[config.mk]
export PLATFORM = sky130hd
export DESIGN_NAME = group_fault_inhibit_manager
export DESIGN_NICKNAME = d
export VERILOG_FILES = /design/src/rtl/gfim_pkg.sv /design/src/rtl/pulse_if.sv /design/src/rtl/crowbar_pulse_timer.sv /design/src/rtl/group_fault_inhibit_manager.sv /design/src/rtl/input_sync.sv
export SDC_FILE = /design/constraint.sdc
export NUM_CORES = 1
export LEC_CHECK = 0
export BUFFER_PORTS_ARGS = -buffer_cell sky130_fd_sc_hd__buf_2
export CAP_MARGIN = 20
export CORE_UTILIZATION = 48
export DETAILED_ROUTE_END_ITERATION = 7
export PLACE_DENSITY = 0.77
export SLEW_MARGIN = 10
export SYNTH_ARGS = -nofsm -noshare
export SYNTH_HDL_FRONTEND = slang
export SYNTH_SLANG_ARGS = --single-unit
[constraint.sdc]
create_clock -name pclk -period 5.5 [get_ports pclk]
set_input_delay 0.55 -clock pclk [delete_from_list [all_inputs] [get_ports pclk]]
set_output_delay 0.55 -clock pclk [all_outputs]
set_load 0.05 [all_outputs]
[src/rtl/gfim_pkg.sv]
// What this block does
// - Externally pulled-low group line pulls the mapped other group lines low when enabled.
// - A propagated error may drop the front-end enable and fire the crowbar.
// - Propagation to groups, front end and crowbar completes well under 10 us.
// - A margin command moves every converter of a group the same direction.
// - Host commands turn single groups on and off at run time.
// - Each interrupt is either an inhibit or a reprogramming trigger, never both.
// - A low inhibit interrupt holds low every group line in its mask.
// - Inhibit reaches the selected lines within about 10 us.
// - Inhibit released lets the affected group lines go high again.
// - Converter programming continues while an inhibit is held low.
// - Trigger interrupt n requests and switches group n only, fixed mapping.
// - Trigger falling programs its group, then turns it on if auto turn-on.
// - Trigger rising forces its group line low and clears all programming status.
// - Mains loss or system shutdown low forces every group line low.
// - That event also clears programming status, saves run time, sets a status flag.
// - After release all groups are programmed, then on only if auto turn-on.
// - Shutdown reaches all lines within about 1 ms.
// - Front-end enable output follows host control, high enables.
// - A triggered, enabled crowbar gives one 1 ms high pulse.
`default_nettype none
package gfim_pkg;
  localparam int NGRP = 4;
  localparam int NINT = 4;
  localparam int NSYNC = 11;

  localparam logic [7:0] CTRL_OFS = 8'h00;
  localparam logic [7:0] PMAP_OFS = 8'h04;
  localparam logic [7:0] ICFG_OFS = 8'h08;
  localparam logic [7:0] GCMD_OFS = 8'h0c;
  localparam logic [7:0] MARG_OFS = 8'h10;
  localparam logic [7:0] STAT_OFS = 8'h14;

  localparam int CTRL_FE    = 0;
  localparam int CTRL_CB    = 1;
  localparam int CTRL_AUTO  = 2;
  localparam int CTRL_ERRFE = 3;
  localparam int CTRL_PROP  = 4;
  localparam int CTRL_W     = 5;
  localparam logic [4:0] CTRL_RST = 5'h15;
  localparam logic [15:0] PMAP_RST = 16'h0000;
  localparam logic [31:0] ICFG_RST = 32'h0000_0000;
  localparam logic [7:0] MARG_RST = 8'h00;

  localparam int ICFG_FLD  = 8;
  localparam int ICFG_MODE = 7;
  localparam int GCMD_ON   = 0;
  localparam int GCMD_OFF  = 4;

  localparam int STAT_LINE  = 0;
  localparam int STAT_ON    = 4;
  localparam int STAT_PEND  = 8;
  localparam int STAT_PROG  = 12;
  localparam int STAT_MAINS = 16;
  localparam int STAT_SDN   = 17;

  localparam int CLK_PERIOD_NS = 10;
  localparam int CROWBAR_NS    = 1000000;
  localparam int CROWBAR_CYC   = CROWBAR_NS / CLK_PERIOD_NS;
  localparam int PROP_MAX_NS   = 10000;
  localparam int PROP_MAX_CYC  = PROP_MAX_NS / CLK_PERIOD_NS;
  localparam int SHUT_MAX_NS   = 1000000;
  localparam int SHUT_MAX_CYC  = SHUT_MAX_NS / CLK_PERIOD_NS;
endpackage
`default_nettype wire

[src/rtl/pulse_if.sv]
`timescale 1ns/1ps
`default_nettype none
interface pulse_if;
  logic start;
  logic active;
  modport ctl (output start, input active);
  modport tmr (input start, output active);
endinterface
`default_nettype wire
[src/rtl/crowbar_pulse_timer.sv]
`timescale 1ns/1ps
`default_nettype none
module crowbar_pulse_timer #(
  parameter int CYCLES = gfim_pkg::CROWBAR_CYC
) (
  input  wire logic clk,   // System clock
  input  wire logic rst_n, // Async reset, active low
  pulse_if.tmr      tif    // Start request and pulse level
);
  localparam int CW = $clog2(CYCLES + 1);

  typedef struct packed {
    logic [CW-1:0] cnt;
    logic          active;
  } timer_state_t;

  timer_state_t r;
  timer_state_t next_r;
  int unsigned  len;

  if (CYCLES < 2)
  begin : g_chk
    $error("crowbar pulse needs at least two cycles");
  end

  always_comb
  begin
    next_r = r;
    if (r.active)
    begin
      if (r.cnt == '0)
        next_r.active = 1'b0;
      else
        next_r.cnt = r.cnt - 1'b1;
    end
    else if (tif.start)
    begin
      next_r.active = 1'b1;
      next_r.cnt    = CW'(CYCLES - 1);
    end
  end

  always_ff @(posedge clk or negedge rst_n)
  begin
    if (!rst_n)
      r <= '0;
    else
      r <= next_r;
  end

  assign tif.active = r.active;

  // Length of the running pulse, for checking only
  always_ff @(posedge clk or negedge rst_n)
  begin
    if (!rst_n)
      len <= 0;
    else if (r.active)
      len <= len + 1;
    else
      len <= 0;
  end
endmodule
`default_nettype wire

[src/rtl/group_fault_inhibit_manager.sv]
`timescale 1ns/1ps
`default_nettype none
module group_fault_inhibit_manager #(
  parameter int CROWBAR_CYCLES = gfim_pkg::CROWBAR_CYC
) (
  input  wire logic        pclk,                   // APB clock, 100 MHz
  input  wire logic        presetn,                // Async reset, active low
  input  wire logic        psel,                   // APB select
  input  wire logic        penable,                // APB access phase
  input  wire logic        pwrite,                 // APB direction
  input  wire logic [7:0]  paddr,                  // APB byte address
  input  wire logic [31:0] pwdata,                 // APB write data
  output var  logic [31:0] prdata,                 // APB read data
  output var  logic        pready,                 // APB ready
  output var  logic        pslverr,                // APB error, unmapped
  input  wire logic [3:0]  ok_line_in,             // Sensed group lines
  output var  logic [3:0]  ok_line_out,            // Driven level, always low
  output var  logic [3:0]  ok_line_oe_n,           // Low while pulling low
  input  wire logic [3:0]  interrupt_input_n,      // Interrupts, first at bit 0
  input  wire logic        mains_loss_input_n,     // Mains loss, active low
  input  wire logic        system_shutdown_input_n,// Shutdown, active low
  input  wire logic        error_report_n,         // Fault is an error, low
  input  wire logic [3:0]  program_done,           // Group programmed pulse
  output var  logic [3:0]  program_req,            // Group programming wanted
  output var  logic        runtime_save,           // Store run time, pulse
  output var  logic [3:0]  margin_up,              // Group margined up
  output var  logic [3:0]  margin_down,            // Group margined down
  output var  logic        front_end_enable_out,   // Front end enable
  output var  logic        crowbar_trigger_out     // Crowbar pulse
);
  localparam int NG = gfim_pkg::NGRP;
  localparam int NI = gfim_pkg::NINT;

  typedef struct packed {
    logic [gfim_pkg::CTRL_W-1:0] ctrl;
    logic [15:0] prop_map;
    logic [31:0] int_cfg;
    logic [7:0]  margin;
    logic [3:0]  group_on;
    logic [3:0]  prog_pend;
    logic [3:0]  prog_stat;
    logic [1:0]  sticky;
    logic [3:0]  int_prev;
    logic        shut_prev;
    logic        err_prev;
    logic [3:0]  oe_n;
    logic [3:0]  od1;
    logic [3:0]  od2;
    logic [31:0] prdata;
    logic        pready;
    logic        pslverr;
    logic        save;
    logic        cb_start;
    logic [3:0]  mup;
    logic [3:0]  mdn;
    logic [3:0]  ok_out;
  } mgr_state_t;

  mgr_state_t r;
  mgr_state_t next_r;

  logic [gfim_pkg::NSYNC-1:0] sync_q;
  logic [3:0] s_ok;
  logic [3:0] s_int;
  logic       s_mains;
  logic       s_sdn;
  logic       s_err;
  logic       shut_ok;
  logic [3:0] ext_low;
  logic       err_ev;
  logic [3:0] prop_pull;
  logic [3:0] inh_pull;
  logic [3:0] trig_fall;
  logic [3:0] trig_rise;
  logic       apb_acc;
  logic [2:0] acc_idx;

  pulse_if cb_if ();

  if (CROWBAR_CYCLES < 2)
  begin : g_chk
    $error("crowbar cycle count too small");
  end

  // Register index from byte address; 0 means unmapped
  function automatic logic [2:0] reg_index(input logic [7:0] a);
    if (a == gfim_pkg::CTRL_OFS)
      return 3'h1;
    else if (a == gfim_pkg::PMAP_OFS)
      return 3'h2;
    else if (a == gfim_pkg::ICFG_OFS)
      return 3'h3;
    else if (a == gfim_pkg::GCMD_OFS)
      return 3'h4;
    else if (a == gfim_pkg::MARG_OFS)
      return 3'h5;
    else if (a == gfim_pkg::STAT_OFS)
      return 3'h6;
    else
      return 3'h0;
  endfunction

  input_sync #(
    .W   (gfim_pkg::NSYNC),
    .RST ({gfim_pkg::NSYNC{1'b1}})
  ) u_sync (
    .clk   (pclk),
    .rst_n (presetn),
    .d     ({error_report_n, system_shutdown_input_n, mains_loss_input_n,
             interrupt_input_n, ok_line_in}),
    .q     (sync_q)
  );

  assign s_ok    = sync_q[3:0];
  assign s_int   = sync_q[7:4];
  assign s_mains = sync_q[8];
  assign s_sdn   = sync_q[9];
  assign s_err   = sync_q[10];

  crowbar_pulse_timer #(
    .CYCLES (CROWBAR_CYCLES)
  ) u_cb (
    .clk   (pclk),
    .rst_n (presetn),
    .tif   (cb_if.tmr)
  );

  assign cb_if.start = r.cb_start;

  always_comb
  begin
    shut_ok = s_mains & s_sdn;
    // Low level seen while we have not pulled for three cycles
    ext_low = ~s_ok & r.oe_n & r.od1 & r.od2;
    err_ev  = r.ctrl[gfim_pkg::CTRL_PROP] & r.ctrl[gfim_pkg::CTRL_ERRFE]
              & (|ext_low) & ~s_err;
    apb_acc = psel & penable & r.pready;
    acc_idx = reg_index(paddr);
    prop_pull = '0;
    inh_pull  = '0;
    for (int g = 0; g < NG; g++)
    begin
      if (r.ctrl[gfim_pkg::CTRL_PROP] && ext_low[g])
        prop_pull = prop_pull | (r.prop_map[g*4 +: 4] & ~(4'h1 << g));
    end
    for (int i = 0; i < NI; i++)
    begin
      // Mode bit selects one function only
      if (!r.int_cfg[i*gfim_pkg::ICFG_FLD + gfim_pkg::ICFG_MODE] && !s_int[i])
        inh_pull = inh_pull | r.int_cfg[i*gfim_pkg::ICFG_FLD +: 4];
      trig_fall[i] = r.int_cfg[i*gfim_pkg::ICFG_FLD + gfim_pkg::ICFG_MODE]
                     & r.int_prev[i] & ~s_int[i];
      trig_rise[i] = r.int_cfg[i*gfim_pkg::ICFG_FLD + gfim_pkg::ICFG_MODE]
                     & ~r.int_prev[i] & s_int[i];
    end
  end

  always_comb
  begin
    next_r = r;
    next_r.save     = 1'b0;
    next_r.cb_start = 1'b0;
    next_r.pslverr  = 1'b0;
    next_r.prdata   = '0;
    next_r.pready   = psel & penable & ~r.pready;
    next_r.int_prev = s_int;
    next_r.shut_prev = shut_ok;
    next_r.err_prev = err_ev;
    next_r.od1 = r.oe_n;
    next_r.od2 = r.od1;
    next_r.ok_out = '0;

    // Read data and error are registered at the same edge as pready
    if (next_r.pready)
    begin
      next_r.pslverr = (acc_idx == 3'h0);
      if (!pwrite)
      begin
        if (acc_idx == 3'h1)
          next_r.prdata = {27'h0, r.ctrl};
        else if (acc_idx == 3'h2)
          next_r.prdata = {16'h0, r.prop_map};
        else if (acc_idx == 3'h3)
          next_r.prdata = r.int_cfg;
        else if (acc_idx == 3'h5)
          next_r.prdata = {24'h0, r.margin};
        else if (acc_idx == 3'h6)
          next_r.prdata = {14'h0, r.sticky, r.prog_stat, r.prog_pend,
                           r.group_on, s_ok};
      end
    end

    // Host writes, taken at the completing edge
    if (apb_acc && pwrite)
    begin
      if (acc_idx == 3'h1)
        next_r.ctrl = pwdata[gfim_pkg::CTRL_W-1:0];
      else if (acc_idx == 3'h2)
        next_r.prop_map = pwdata[15:0];
      else if (acc_idx == 3'h3)
        next_r.int_cfg = pwdata;
      else if (acc_idx == 3'h4)
        next_r.group_on = (r.group_on | pwdata[gfim_pkg::GCMD_ON +: 4])
                          & ~pwdata[gfim_pkg::GCMD_OFF +: 4];
      else if (acc_idx == 3'h5)
        next_r.margin = pwdata[7:0];
      else if (acc_idx == 3'h6)
        next_r.sticky = r.sticky & ~pwdata[gfim_pkg::STAT_SDN:gfim_pkg::STAT_MAINS];
    end

    // Programming completion, independent of any inhibit
    for (int g = 0; g < NG; g++)
    begin
      if (r.prog_pend[g] && program_done[g])
      begin
        next_r.prog_pend[g] = 1'b0;
        next_r.prog_stat[g] = 1'b1;
        if (r.ctrl[gfim_pkg::CTRL_AUTO])
          next_r.group_on[g] = 1'b1;
      end
    end

    // Fixed trigger mapping: interrupt n on group n
    for (int i = 0; i < NI; i++)
    begin
      if (trig_fall[i])
        next_r.prog_pend[i] = 1'b1;
      if (trig_rise[i])
      begin
        next_r.prog_pend[i] = 1'b0;
        next_r.group_on[i]  = 1'b0;
        next_r.prog_stat    = '0;
      end
    end

    // Error: drop the front end, fire the crowbar once per event
    if (err_ev && !r.err_prev)
    begin
      next_r.ctrl[gfim_pkg::CTRL_FE] = 1'b0;
      next_r.cb_start = r.ctrl[gfim_pkg::CTRL_CB];
    end

    // Mains loss or shutdown entry and release
    if (!shut_ok)
    begin
      next_r.group_on  = '0;
      next_r.prog_pend = '0;
      if (r.shut_prev)
      begin
        next_r.prog_stat = '0;
        next_r.save      = 1'b1;
      end
    end
    else if (!r.shut_prev)
      next_r.prog_pend = '1;
    // Sticky flags: hardware set wins over software clear
    if (!s_mains)
      next_r.sticky[0] = 1'b1;
    if (!s_sdn)
      next_r.sticky[1] = 1'b1;

    // Margin direction per group, both bits means nominal
    for (int g = 0; g < NG; g++)
    begin
      next_r.mup[g] = next_r.margin[2*g] & ~next_r.margin[2*g+1];
      next_r.mdn[g] = next_r.margin[2*g+1] & ~next_r.margin[2*g];
    end

    // Line drive: low enable only, released when nothing pulls
    next_r.oe_n = ~(~next_r.group_on | prop_pull | inh_pull
                    | {NG{~shut_ok}});
  end

  always_ff @(posedge pclk or negedge presetn)
  begin
    if (!presetn)
    begin
      r           <= '0;
      r.ctrl      <= gfim_pkg::CTRL_RST;
      r.prop_map  <= gfim_pkg::PMAP_RST;
      r.int_cfg   <= gfim_pkg::ICFG_RST;
      r.margin    <= gfim_pkg::MARG_RST;
      r.prog_pend <= '1;
      r.int_prev  <= '1;
      r.shut_prev <= 1'b1;
      r.oe_n      <= '0;
      r.od1       <= '0;
      r.od2       <= '0;
    end
    else
      r <= next_r;
  end

  assign prdata               = r.prdata;
  assign pready               = r.pready;
  assign pslverr              = r.pslverr;
  assign ok_line_out          = r.ok_out;
  assign ok_line_oe_n         = r.oe_n;
  assign program_req          = r.prog_pend;
  assign runtime_save         = r.save;
  assign margin_up            = r.mup;
  assign margin_down          = r.mdn;
  assign front_end_enable_out = r.ctrl[gfim_pkg::CTRL_FE];
  assign crowbar_trigger_out  = cb_if.active;
endmodule
`default_nettype wire

[src/rtl/input_sync.sv]
`timescale 1ns/1ps
`default_nettype none
module input_sync #(
  parameter int         W   = 1,
  parameter logic [W-1:0] RST = '1
) (
  input  wire logic         clk,   // System clock
  input  wire logic         rst_n, // Async reset, active low
  input  wire logic [W-1:0] d,     // Asynchronous inputs
  output var  logic [W-1:0] q      // Synchronised copy
);
  typedef struct packed {
    logic [W-1:0] s1;
    logic [W-1:0] s2;
  } sync_state_t;

  sync_state_t r;
  sync_state_t next_r;

  if (W < 1)
  begin : g_chk
    $error("input_sync width must be at least one");
  end

  always_comb
  begin
    next_r.s1 = d;
    next_r.s2 = r.s1;
  end

  always_ff @(posedge clk or negedge rst_n)
  begin
    if (!rst_n)
      r <= {RST, RST};
    else
      r <= next_r;
  end

  assign q = r.s2;
endmodule
`default_nettype wire

======== After elaboration in Yosys (flattened, before gate mapping) ========
Index checks and enable logic that the tools add are counted.
storage, ports and cells
  bits in registers ....................... 177
  bits of input ports ..................... 60
  output and inout port bits .............. 57
  logic and storage cells ................. 255
operators by class
  add/subtract/negate cells ............... 1
  eq/ne operators ......................... 30
  multiplexer cells ....................... 85
  bitwise operators ....................... 72
  reduce and logical (&&, ||, !) cells .... 37
operator list
  cell                   count
  $mux 32                6
  $mux 18                4
  $mux 4                 17
  $mux 61                1
  $mux 60                1
  $mux 44                1
  $mux 1                 36
  $or 4x4->4             9
  $and 1x1->1            31
  $ne 2x2->1 const B     15
  $not 1->1              21
  $ne 5x2->1 const B     4
  $mux 3                 6
  $logic_not 17->1       1
  $mux 17                1
  $sub 17x1->17 const B  1
  $and 4x4->4            4
  $eq 8x4->1 const B     2
  $eq 8x5->1 const B     2
  $mux 16                1
  $mux 8                 2
  $not 4->4              4
  $logic_and 1x1->1      14
  $mux 2                 7
  other kinds (18)       34

======== Longest topological paths before layout ========
Gate-level depths: netlist of run 1.
  depth in word-level cells ............... 23
  depth in mapped cells ................... 7

======== Hierarchy ========
Synthesis of run 1 repeated with hierarchy kept, for this count alone.
second synthesis, totals
  cells, all modules ...................... 681
  area, all modules ....................... 7,892.6 um2
by module, submodules not included
  module                       times used  cells an instance  area an instance (um2)  sequential area each (um2)
  group_fault_inhibit_manager  1           554                6,296.0                 3,443.3
  crowbar_pulse_timer          1           105                1,018.5                 450.4
  input_sync                   1           22                 578.1                   578.1

======== Worst setup path before layout of run 1 ========
Ideal clock, no wire load.
  path type ............................... reg2reg
  start point ............................. reg r (netlist bit pready)
  end point ............................... reg r[101] (netlist name)
  data arrival time ....................... 2.223 ns
  data required time ...................... 5.375 ns
  slack ................................... 3.152 ns
  cell stages (with the launch flop) ...... 5
  buffers on the path ..................... 1
  period minus slack after synthesis ...... 2.348 ns
  cell sequence ........................... dfrtp_1 -> nand4_1 -> nor4_4 -> buf_6 -> mux2_2
on the way
  cells in the longest elaborated chain, start to end .. 3
RTL lines
  what                               line                                RTL
  start: declaration                 group_fault_inhibit_manager.sv:59   mgr_state_t r;
  start signal: assignment           group_fault_inhibit_manager.sv:291  r <= next_r;
  $and 1x1->1                        group_fault_inhibit_manager.sv:137  apb_acc = psel & penable & r.pready;
  $logic_and 1x1->1                  group_fault_inhibit_manager.sv:194  if (apb_acc && pwrite)
  $reduce_and 4->1 (no source line)  -
Every way passes these cells.
A chain may end at the register's enable or synchronous reset.

======== Worst setup path after layout of run 1 ========
  start point ............................. in paddr[7]
  end point ............................... reg r[103] (netlist name)
on the way
  cells in the longest elaborated chain, start to end .. 10
RTL lines
  what                                      line                                                                    RTL
  start: declaration                        group_fault_inhibit_manager.sv:11                                       input wire logic [7:0] paddr,
  $eq 8x5->1                                group_fault_inhibit_manager.sv:97                                       else if (a == gfim_pkg::STAT_OFS)
  $mux 3                                    group_fault_inhibit_manager.sv:97
  $mux 3                                    group_fault_inhibit_manager.sv:95                                       else if (a == gfim_pkg::MARG_OFS)
  $mux 3                                    group_fault_inhibit_manager.sv:93                                       else if (a == gfim_pkg::GCMD_OFS)
  $mux 3                                    group_fault_inhibit_manager.sv:91                                       else if (a == gfim_pkg::ICFG_OFS)
  $mux 3                                    group_fault_inhibit_manager.sv:89                                       else if (a == gfim_pkg::PMAP_OFS)
  $mux 3 *                                  group_fault_inhibit_manager.sv:87                                       if (a == gfim_pkg::CTRL_OFS)
  $eq 3x2->1 or $eq 3x1->1 (tied branches)  group_fault_inhibit_manager.sv:198, group_fault_inhibit_manager.sv:196
  $not 1->1 (no source line)                -
  $reduce_and 4->1 (no source line) *       -
Every way passes the cells marked *; elsewhere a longest branch is shown, timed or not.

==> run_results.csv, run 1 <==
group,metric,value,unit
run_status,status,"finished clean",
route,drcViolationCount,0,
pwr,p_leak,0.00435,uW
final_layout,antenna_cells,0,
die,die_h,131,um
cts,htreeDepth,4,
cts,cts_buffer_depth,2,
hold_path,min_path_type,"primary input to async pin",
logic_synthesis,synth_edf_count,0,
logic_synthesis,avgSynthCellArea,11.6,um^2
worst_setup_path,critPathCaptureType,"register",
worst_setup_path,worstPathRequired,5.82,ns
timing,maxSlewHeadroom,0.284,
cts,ctsResizeCount,0,
placed_design,place_congestion,0.892,
die,core_area,16100,um^2
cts,cts_tree,"built",
timing,period_needed,2.86,ns
route,routed_wl,18.3,mm
pwr,ir_drop,0.000221,V
grt,grt_max_degree,78,
logic_synthesis,synth_top_area_frac,0.449,
die,fp-row-count,46,
grt,grt_pass1_wl,28.8,mm
route,first_pass_iters,6,
logic_synthesis,yosysSeqAreaShare,0.561,
cts,cts_num_sinks,177,
logic_synthesis,synth.top_cells.by_count,"dfrtp_1, mux2_2, buf_4",
die,die_area,17100,um^2
timing,drv_slew,0,
cts,post_cts_buffers,0,
flow_run,drv_cap,0,
timing,skew,0.00913,ns
timing,finalSetupViolCount,0,
cts,cts_hold_buf,0,
grt,grt_overflow_total,0,
grt,grt_use_total,0.228,
worst_setup_path,critPathKind,"primary input to register",
worst_setup_path,crit_fanout,22,
die,start_util,0.496,
timing,finalHoldViolations,0,
logic_synthesis,ys_async_sr_fraction,1.00,
timing,worstMarginPinSlew,1.07,ns
timing,max_freq,350,MHz
route,ant_nets,0,
grt,first_global_vias,5214,
worst_setup_path,ff2ff_setup_slack,2.71,ns
die,die_w,131,um
logic_synthesis,yosys_warnings,0,
route,wire_per_inst,18.8,um
pwr,power.density,300,nW/um^2
placed_design,dp_hpwl,12.9,mm
logic_synthesis,yosysMostFrequentCell,"dfrtp_1",
die,ios,117,
logic_synthesis,synthCells,686,
final_layout,utilization,0.555,
cts,cts_root_buf,"clkbuf_16",
route,dr_total_vias,5529,
logic_synthesis,synth_top_cell_by_area,"dfrtp_1",
placed_design,io_buffers,112,
pwr,power,2670,uW
logic_synthesis,ys.flop_type,"dfrtp_1",
worst_setup_path,crit_path_start_kind,"primary input",
cts,cts_buffers,17,
final_layout,drive_above_1_share,0.342,
route,via_per_inst,5.68,
grt,antenna_found_initial,0,
logic_synthesis,synth_area_leaders,"dfrtp_1, dfstp_2, mux2_2, buf_4, nand2_1",
route,first_iter_violations,571,
worst_setup_path,critPathArrivalTime,3.18,ns
timing,fin_setup_tns,0,ns
logic_synthesis,synth_seq_cells,177,
logic_synthesis,yosysUniqueCellTypes,59,
final_layout,syn2layout_area_growth,11.8,%
logic_synthesis,syn-cell-area,7970,um^2
timing,finalCritPeriodShare,0.520,
cts,clkLatencyLatePin,0.43,ns
timing,rsz0062_at_grt,"no",
final_layout,nets,805,
cts,path_clk_slew,0.07,ns
state kept, by name, summed over array words and instances (netlist names):
signal,cells
margin_up,4
pready,1
program_req,4
pslverr,1
margin_down,4
runtime_save,1
u_sync.next_r,11
cb_if.start,1
u_cb.r,17
ok_line_oe_n,4
prdata,32
next_r,4
front_end_enable_out,1
u_sync.q,11
u_cb.tif.active,1
r,80
final cells by class:
| type | count | area, um^2 |
|---|---|---|
| Clock buffer | 17 | 425 |
| Clock inverter | 15 | 165 |
| Fill cell | 1357 | 7150 |
| Inverter | 16 | 60.1 |
| Multi-Input combinational cell | 415 | 2910 |
| Sequential cell | 177 | 4470 |
| Tap cell | 216 | 270 |
| Timing Repair Buffer | 117 | 608 |
placed cells by master, fill, tap and decap left out, types with 3 or more instances in the layout:
| cell type | count |
|---|---|
| dfrtp_1 | 143 |
| buf_2 | 111 |
| mux2_2 | 62 |
| nand2_1 | 41 |
| dfstp_2 | 34 |
| nor2_1 | 33 |
| a21oi_1 | 25 |
| nand3_1 | 24 |
| o21ai_0 | 23 |
| nor4_1 | 17 |
| nor3b_1 | 17 |
| clkbuf_16 | 17 |
| and3_1 | 16 |
| inv_1 | 15 |
| nor3_1 | 15 |
| nand2b_1 | 15 |
| nand3b_1 | 10 |
| a22oi_1 | 10 |
| or4_1 | 9 |
| o22ai_1 | 9 |
| mux2i_1 | 9 |
| nand4_1 | 7 |
| nor2b_1 | 7 |
| inv_6 | 7 |
| or3_1 | 5 |
| o21a_1 | 5 |
| nor4_4 | 4 |
| and4b_1 | 4 |
| o211ai_1 | 4 |
| conb_1 | 4 |
| buf_4 | 4 |
| o32ai_1 | 3 |
| a211oi_1 | 3 |
| a222oi_1 | 3 |
| o31ai_1 | 3 |
through the flow:
stage / instance area, um^2 / instances / hold WS (ns) / setup WS [ns]
after floorplan: 7980 / 689 / 0.254 / 3.15
after global placement: 8300 / 940 / 0.346 / 2.28
after detailed placement: 8300 / 940 / 0.347 / 2.24
after CTS: 8890 / 972 / 0.166 / 2.69
after global routing: 8910 / 973 / 0.164 / 2.54
final: 8910 / 973 / 0.116 / 2.64
power by group:
part	internal, uW	switching, uW	total, uW
Sequential	1330	16.3	1350
Clock	646	558	1200
Combinational	34.8	89.0	124
Total	2010	663	2670
worst max-delay path: stages:
cell and delay [ns]:
buf_2 0.11, or4_1 0.90, nor4_4 0.78, buf_4 0.44, mux2_2 0.39
path summary, 6_finish.rpt:
check                                     start          endpoint  cells past startpoint
max in group asynchronous               presetn            r[106]                      2
min in group pclk          interrupt_input_n[1]  u_sync.next_r[5]                      1
hold reg to reg                u_sync.next_r[1]       u_sync.q[1]                      0
setup / recovery                       paddr[7]            r[103]                      5
hold / removal                          presetn        u_cb.r[11]                      1
setup reg to reg                         pready            r[103]                      4
cell families (layout without fill, tap and decap cells):
group / after synthesis / count (layout) / share of synthesized area
and+or+nand+nor: 238 / 238 / 0.179
AOI/OAI and AO/OA: 100 / 100 / 0.0815
buffers and inverters: 97 / 165 / 0.0760
muxes: 72 / 72 / 0.100
DFF: 177 / 177 / 0.561
other: 1 / 4 / 0.000471
adders and majority gates: 1 / 1 / 0.00157
per-layer routing:
metal	part of all wire	vias to the layer above	track usage
met1	0.45	2749	0.320
met5	0	-	0
met2	0.48	208	0.353
li1	-	2538	-
met3	0.058	34	0.0440
met4	0.017	0	0.0798
No activity file was read; power rests on OpenSTA's default activity.
==> run 2: changes to the inputs <==
- ABC_AREA: default -> 1
- PLACE_DENSITY: 0.77 -> 0.8
- clock period: 5.5 -> 2.31 ns (I/O delays scaled with it)
==> run_results.csv, run 2 <==
group,metric,value,unit
timing,period_needed,1.85,ns
route,drcViolationCount,0,
grt,first_global_vias,5926,
worst_setup_path,slowest_stage,"dfrtp_1",
final_layout,largest_register,"r",
cts,htreeDepth,4,
final_layout,largest_register_ffs,80,
logic_synthesis,synth.top_cells.by_count,"nand2_1, dfrtp_1, inv_1",
pwr,ir_drop,0.000554,V
final_layout,n_fill_cell,1419,
worst_setup_path,crit_fanout,16,
logic_synthesis,synth_seq_cells,177,
logic_synthesis,synth_top_area_frac,0.450,
cts,post_cts_buffers,0,
final_layout,final_common_cell,"nand2_1",
route,first_pass_iters,5,
final_layout,fin_cells,1208,
logic_synthesis,yosysUniqueCellTypes,42,
hold_path,min_path_type,"primary input to register",
die,die_w,131,um
die,start_util,0.497,
final_layout,nets,1040,
worst_setup_path,worstPathRequired,2.66,ns
die,ios,117,
cts,ctsResizeCount,0,
timing,rsz0062_at_grt,"no",
route,via_per_inst,5.20,
route,ant_nets,0,
logic_synthesis,yosysSeqAreaShare,0.562,
logic_synthesis,ys.flop_type,"dfrtp_1",
worst_setup_path,crit_chain,"nand4_2 -> inv_2 -> buf_4 -> nand3_2 -> o21ai_2 -> inv_1 -> nor2_1",
cts,cts_tree,"built",
grt,grt_use_met1,0.323,
worst_setup_path,cpPeakStageDelay,0.42,ns
cts,cts_hold_buf,12,
logic_synthesis,yosysMostFrequentCell,"nand2_1",
worst_setup_path,critPathArrivalTime,2.21,ns
placed_design,place_worst_setup_slack,0.492,ns
timing,drv_slew,0,
timing,max_freq,539,MHz
timing,finalCritPeriodShare,0.803,
final_layout,drive_above_1_share,0.234,
cts,clkLatencyLatePin,0.44,ns
grt,grt_use_total,0.237,
route,routed_wl,19.0,mm
worst_setup_path,crit_path_start_kind,"register",
cts,cts_root_buf,"clkbuf_16",
logic_synthesis,syn-cell-area,7950,um^2
grt,top_usage_layer,"met2",
logic_synthesis,synth_edf_count,0,
logic_synthesis,yosys_warnings,0,
cts,cts_num_sinks,177,
die,core_area,16000,um^2
cts,cts_buffer_depth,2,
die,die_area,17100,um^2
cts,path_clk_slew,0.07,ns
final_layout,syn2layout_area_growth,15.2,%
worst_setup_path,critPathKind,"register to register",
timing,finalSetupViolCount,0,
grt,grt_pass1_wl,30.0,mm
route,wire_per_inst,15.7,um
grt,grt_max_degree,75,
worst_setup_path,critPathCaptureType,"register",
logic_synthesis,synth_area_leaders,"dfrtp_1, dfstp_2, nand2_1, buf_4, inv_1",
timing,fin_setup_tns,0,ns
die,die_h,131,um
logic_synthesis,synth_top_cell_by_area,"dfrtp_1",
die,fp-row-count,46,
grt,antenna_found_initial,0,
route,dr_total_vias,6278,
placed_design,dp_hpwl,13.7,mm
timing,skew,0.0107,ns
final_layout,multi_input_area,2610,um^2
logic_synthesis,ys_async_sr_fraction,1.00,
placed_design,place_congestion,0.947,
placed_design,dpl_cell_area,8440,um^2
route,first_iter_violations,591,
timing,final.setup.worst_slack,0.456,ns
grt,grt_use_met3,0.0407,
pwr,power.density,703,nW/um^2
flow_run,drv_cap,0,
placed_design,dp.cells,1164,
grt,grt_overflow_total,0,
final_layout,stdcell_area,9160,um^2
final_layout,antenna_cells,0,
placed_design,io_buffers,112,
grt,grtUsageMet2,0.373,
run_status,status,"finished clean",
logic_synthesis,avgSynthCellArea,8.94,um^2
logic_synthesis,synthCells,890,
final_layout,mostFrequentLayoutCells,"nand2_1, dfrtp_1, buf_2",
pwr,p_leak,0.00477,uW
cts,cts_buffers,17,
timing,finalHoldViolations,0,
final_layout,regArea,4470,um^2
run 2: cell types whose count changed after synthesis, moves of 31 or more:
| cell | delta |
|---|---|
| mux2_2 | -57 |
| nand2_1 | +154 |
| nor2_1 | +58 |
| inv_1 | +83 |
| o21ai_1 | +31 |
| nand3_1 | +32 |
run 2: path summary, 6_finish.rpt:
path / endpoint / depth (start not counted) / slack [ns] / start
worst min-delay path: r[108] / 2 / 0.03 / pwdata[20]
worst max-delay path: margin_up[1] / 7 / 0.46 / pready
worst min register to register: u_sync.q[4] / 0 / 0.36 / u_sync.next_r[4]
worst max register to register: margin_up[1] / 7 / 0.46 / pready
min in group asynchronous: u_cb.r[4] / 2 / 0.29 / presetn
max in group asynchronous: u_sync.q[6] / 3 / 1.19 / presetn
run 2: worst max-delay path, delay by kind of cell, from the launching register on:
family / cells / cell delay (ns)
DFF: 1 / 0.42
and+or+nand+nor: 3 / 0.68
buffers and inverters: 3 / 0.41
AOI/OAI and AO/OA: 1 / 0.25
run 2: area by class of cell:
class                   count  area share
well taps                 216      0.0295
clock buffers              17      0.0464
inverters                 106      0.0434
clock inverters            15      0.0187
repair buffers            137      0.0884
flip-flops and latches    177       0.488
multi-input cells         540       0.285
run 2: cell families (layout without fill, tap and decap cells):
group                    count (synthesis)  after routing  share of synthesized area
buffers and inverters                  176            275                      0.110
adder cells (fa/ha/maj)                  1              1                    0.00157
AO/OA/AOI/OAI                          138            138                     0.0961
XOR/XNOR                                 8              8                    0.00881
other                                    1              4                   0.000472
AND/OR/NAND/NOR                        380            380                      0.206
multiplexers                             9              9                     0.0146
flip-flops                             177            177                      0.562
run 2: metal layers:
layer / share of wire / wire length (um)
met1: 0.43 / 8210
met2: 0.47 / 8930
met3: 0.064 / 1220
met4: 0.032 / 612
met5: 0 / 0
run 2: power breakdown:
part	total [uW]	leakage (uW)	internal, uW	switching, uW
clock network	2920	0.000286	1630	1290
registers	3190	0.00228	3160	30.0
logic	325	0.00221	97.9	227
total	6440	0.00477	4890	1550
run 2: through the flow:
| stage | util | hold WS (ns) | power (uW) |
|---|---|---|---|
| CTS | 0.572 | 0.0218 | 6470 |
| global placement | 0.528 | 0.193 | 3550 |
| floorplan | - | -0.0646 | 3390 |
| detailed placement | 0.528 | 0.203 | 3560 |
| finish | 0.572 | 0.0285 | 6440 |
| global route | 0.572 | 0.0319 | 6650 |
==> run 3: changes to the inputs <==
- PLACE_DENSITY: 0.8 -> 0.77
- clock period: 2.31 -> 1.82 ns (I/O delays scaled with it)
==> run_results.csv, run 3 (synthesis gave the netlist of run 2 again) <==
group,metric,value,unit
cts,clkLatencyLatePin,0.45,ns
route,via_per_inst,5.13,
worst_setup_path,worstPathRequired,2.13,ns
timing,finalSetupViolCount,0,
final_layout,drive_above_1_share,0.245,
pwr,p_sw,2090,uW
timing,finalHoldViolations,0,
grt,antenna_found_initial,0,
route,first_pass_iters,5,
final_layout,mostFrequentLayoutCells,"nand2_1, dfrtp_1, buf_2",
final_layout,final_common_cell,"nand2_1",
pwr,p_leak,0.00493,uW
timing,rsz0062_at_grt,"no",
flow_run,drv_cap,0,
worst_setup_path,cpPeakStageDelay,0.39,ns
worst_setup_path,critPathArrivalTime,1.96,ns
timing,skew,0.0135,ns
route,drcViolationCount,0,
worst_setup_path,crit_top_cell,"nand3_1",
timing,fin_setup_tns,0,ns
pwr,switching_share,0.258,
cts,cts_num_sinks,177,
timing,maxSlewHeadroom,0.642,
worst_setup_path,slowest_stage,"dfrtp_1",
placed_design,place_congestion,0.924,
worst_setup_path,critPathKind,"register to register",
cts,cts_buffer_depth,2,
final_layout,antenna_cells,0,
cts,htreeDepth,4,
hold_path,min_path_type,"primary input to register",
pwr,ir_drop,0.000757,V
worst_setup_path,crit_chain,"inv_1 -> ha_1 -> nand2_1 -> nor2_2 -> nand3_1 -> nand2_2 -> buf_4 -> inv_2 -> nand3_1 -> nand3_1",
die,fp-row-count,46,
die,core_area,16000,um^2
timing,finalCritPeriodShare,0.909,
pwr,pwr-share-seq,0.500,
pwr,power,8100,uW
pwr,power.density,856,nW/um^2
route,ant_nets,0,
final_layout,largest_register_ffs,80,
die,ios,117,
worst_setup_path,crit_path_start_kind,"register",
timing,drv_slew,0,
cts,cts_root_buf,"clkbuf_16",
pwr,clkPwrFrac,0.444,
route,wire_per_inst,15.8,um
route,first_iter_violations,478,
timing,period_needed,1.65,ns
run_status,status,"finished clean",
final_layout,nets,1072,
cts,path_clk_slew,0.08,ns
route,routed_wl,19.6,mm
grt,first_global_vias,6154,
die,die_h,131,um
route,dr_total_vias,6362,
cts,cts_buffers,17,
pwr,pwr-share-comb,0.056,
grt,grt_max_degree,50,
die,start_util,0.497,
die,die_w,131,um
worst_setup_path,path_buf_inv,3,
grt,grt_pass1_wl,31.2,mm
cts,cts_tree,"built",
cts,post_cts_buffers,0,
worst_setup_path,critical-path-top-delay-family,"simple AND/OR/NAND/NOR gates",
worst_setup_path,critPathCaptureType,"register",
placed_design,io_buffers,112,
pwr,p_int,6010,uW
grt,grt_use_total,0.247,
timing,max_freq,604,MHz
final_layout,syn2layout_area_growth,19.0,%
worst_setup_path,crit_fanout,7,
final_layout,largest_register,"r",
grt,grt_overflow_total,0,
placed_design,dp_hpwl,14.0,mm
timing,worstMarginPinSlew,0.535,ns
die,die_area,17100,um^2
run 3: cell count changes in the layout (fill, tap and decap cells not counted), sizes merged:
cell	before	now
buf	125	141
bufinv	2	0
clkinv	3	7
clkinvlp	3	1
dlygate4sd3	12	28
run 3: what timing repair did:
action,CTS,global route
hold endpoints to repair,58,0
hold buffers,28,0
resized for setup,0,5
setup endpoints to repair,0,25
run 3: area by class of cell:
cell class                 instances  area [um^2]
clock buffer                      17          425
tap                              216          270
multi-input combinational        540         2630
inverter                         106          400
timing repair buffer             169         1100
fill                            1401         6540
clock inverter                    15          166
sequential                       177         4470
run 3: worst reg2reg max path, delay by kind of cell, from the launching register on:
| family | cells | cell delay [ns] |
|---|---|---|
| buffers and inverters | 3 | 0.32 |
| AND/OR/NAND/NOR | 6 | 0.64 |
| flip-flops | 1 | 0.39 |
| adder cells (fa/ha/maj) | 1 | 0.18 |
run 3: per-layer routing:
| metal | track usage | up-vias | routed length (um) |
|---|---|---|---|
| li1 | - | 3043 | - |
| met1 | 0.324 | 3013 | 8340 |
| met2 | 0.393 | 267 | 9310 |
| met3 | 0.0631 | 39 | 1390 |
| met4 | 0.101 | 0 | 544 |
| met5 | 0 | - | 0 |
run 3: power groups by stage:
| stage | registers (uW) | logic (uW) | clock network, uW |
|---|---|---|---|
| 2_1_floorplan | 4130 | 172 | 0 |
| 3_3_place_gp | 4120 | 399 | 0 |
| 3_5_place_dp | 4120 | 403 | 0 |
| 4_1_cts | 4050 | 452 | 3650 |
| 5_1_grt | 4060 | 497 | 3820 |
| 6_report | 4050 | 451 | 3600 |
run 3: final timing paths:
kind,to,cells after the start,slack (ns),from
max in group asynchronous,u_sync.next_r[6],3,0.87,presetn
min in group asynchronous,prdata[1],2,0.27,presetn
worst max register to register,u_cb.r[11],10,0.17,u_cb.r[2]
worst min-delay path,r[96],3,0.02,pwdata[8]
worst min register to register,u_sync.q[2],0,0.36,u_sync.next_r[2]
worst max-delay path,u_cb.r[11],10,0.17,u_cb.r[2]
run 3: metrics by stage:
| step | cells | hold slack, ns | util | setup slack, ns | area [um^2] |
|---|---|---|---|---|---|
| detailed placement | 1180 | 0.172 | 0.536 | 0.0558 | 8580 |
| floorplan | 893 | -0.114 | - | 0.0135 | 7960 |
| global route | 1240 | 0.0176 | 0.591 | 0.00380 | 9460 |
| global placement | 1180 | 0.168 | 0.536 | 0.0884 | 8580 |
| finish | 1240 | 0.0171 | 0.591 | 0.165 | 9460 |
| CTS | 1240 | 0.00477 | 0.590 | 0.0593 | 9450 |
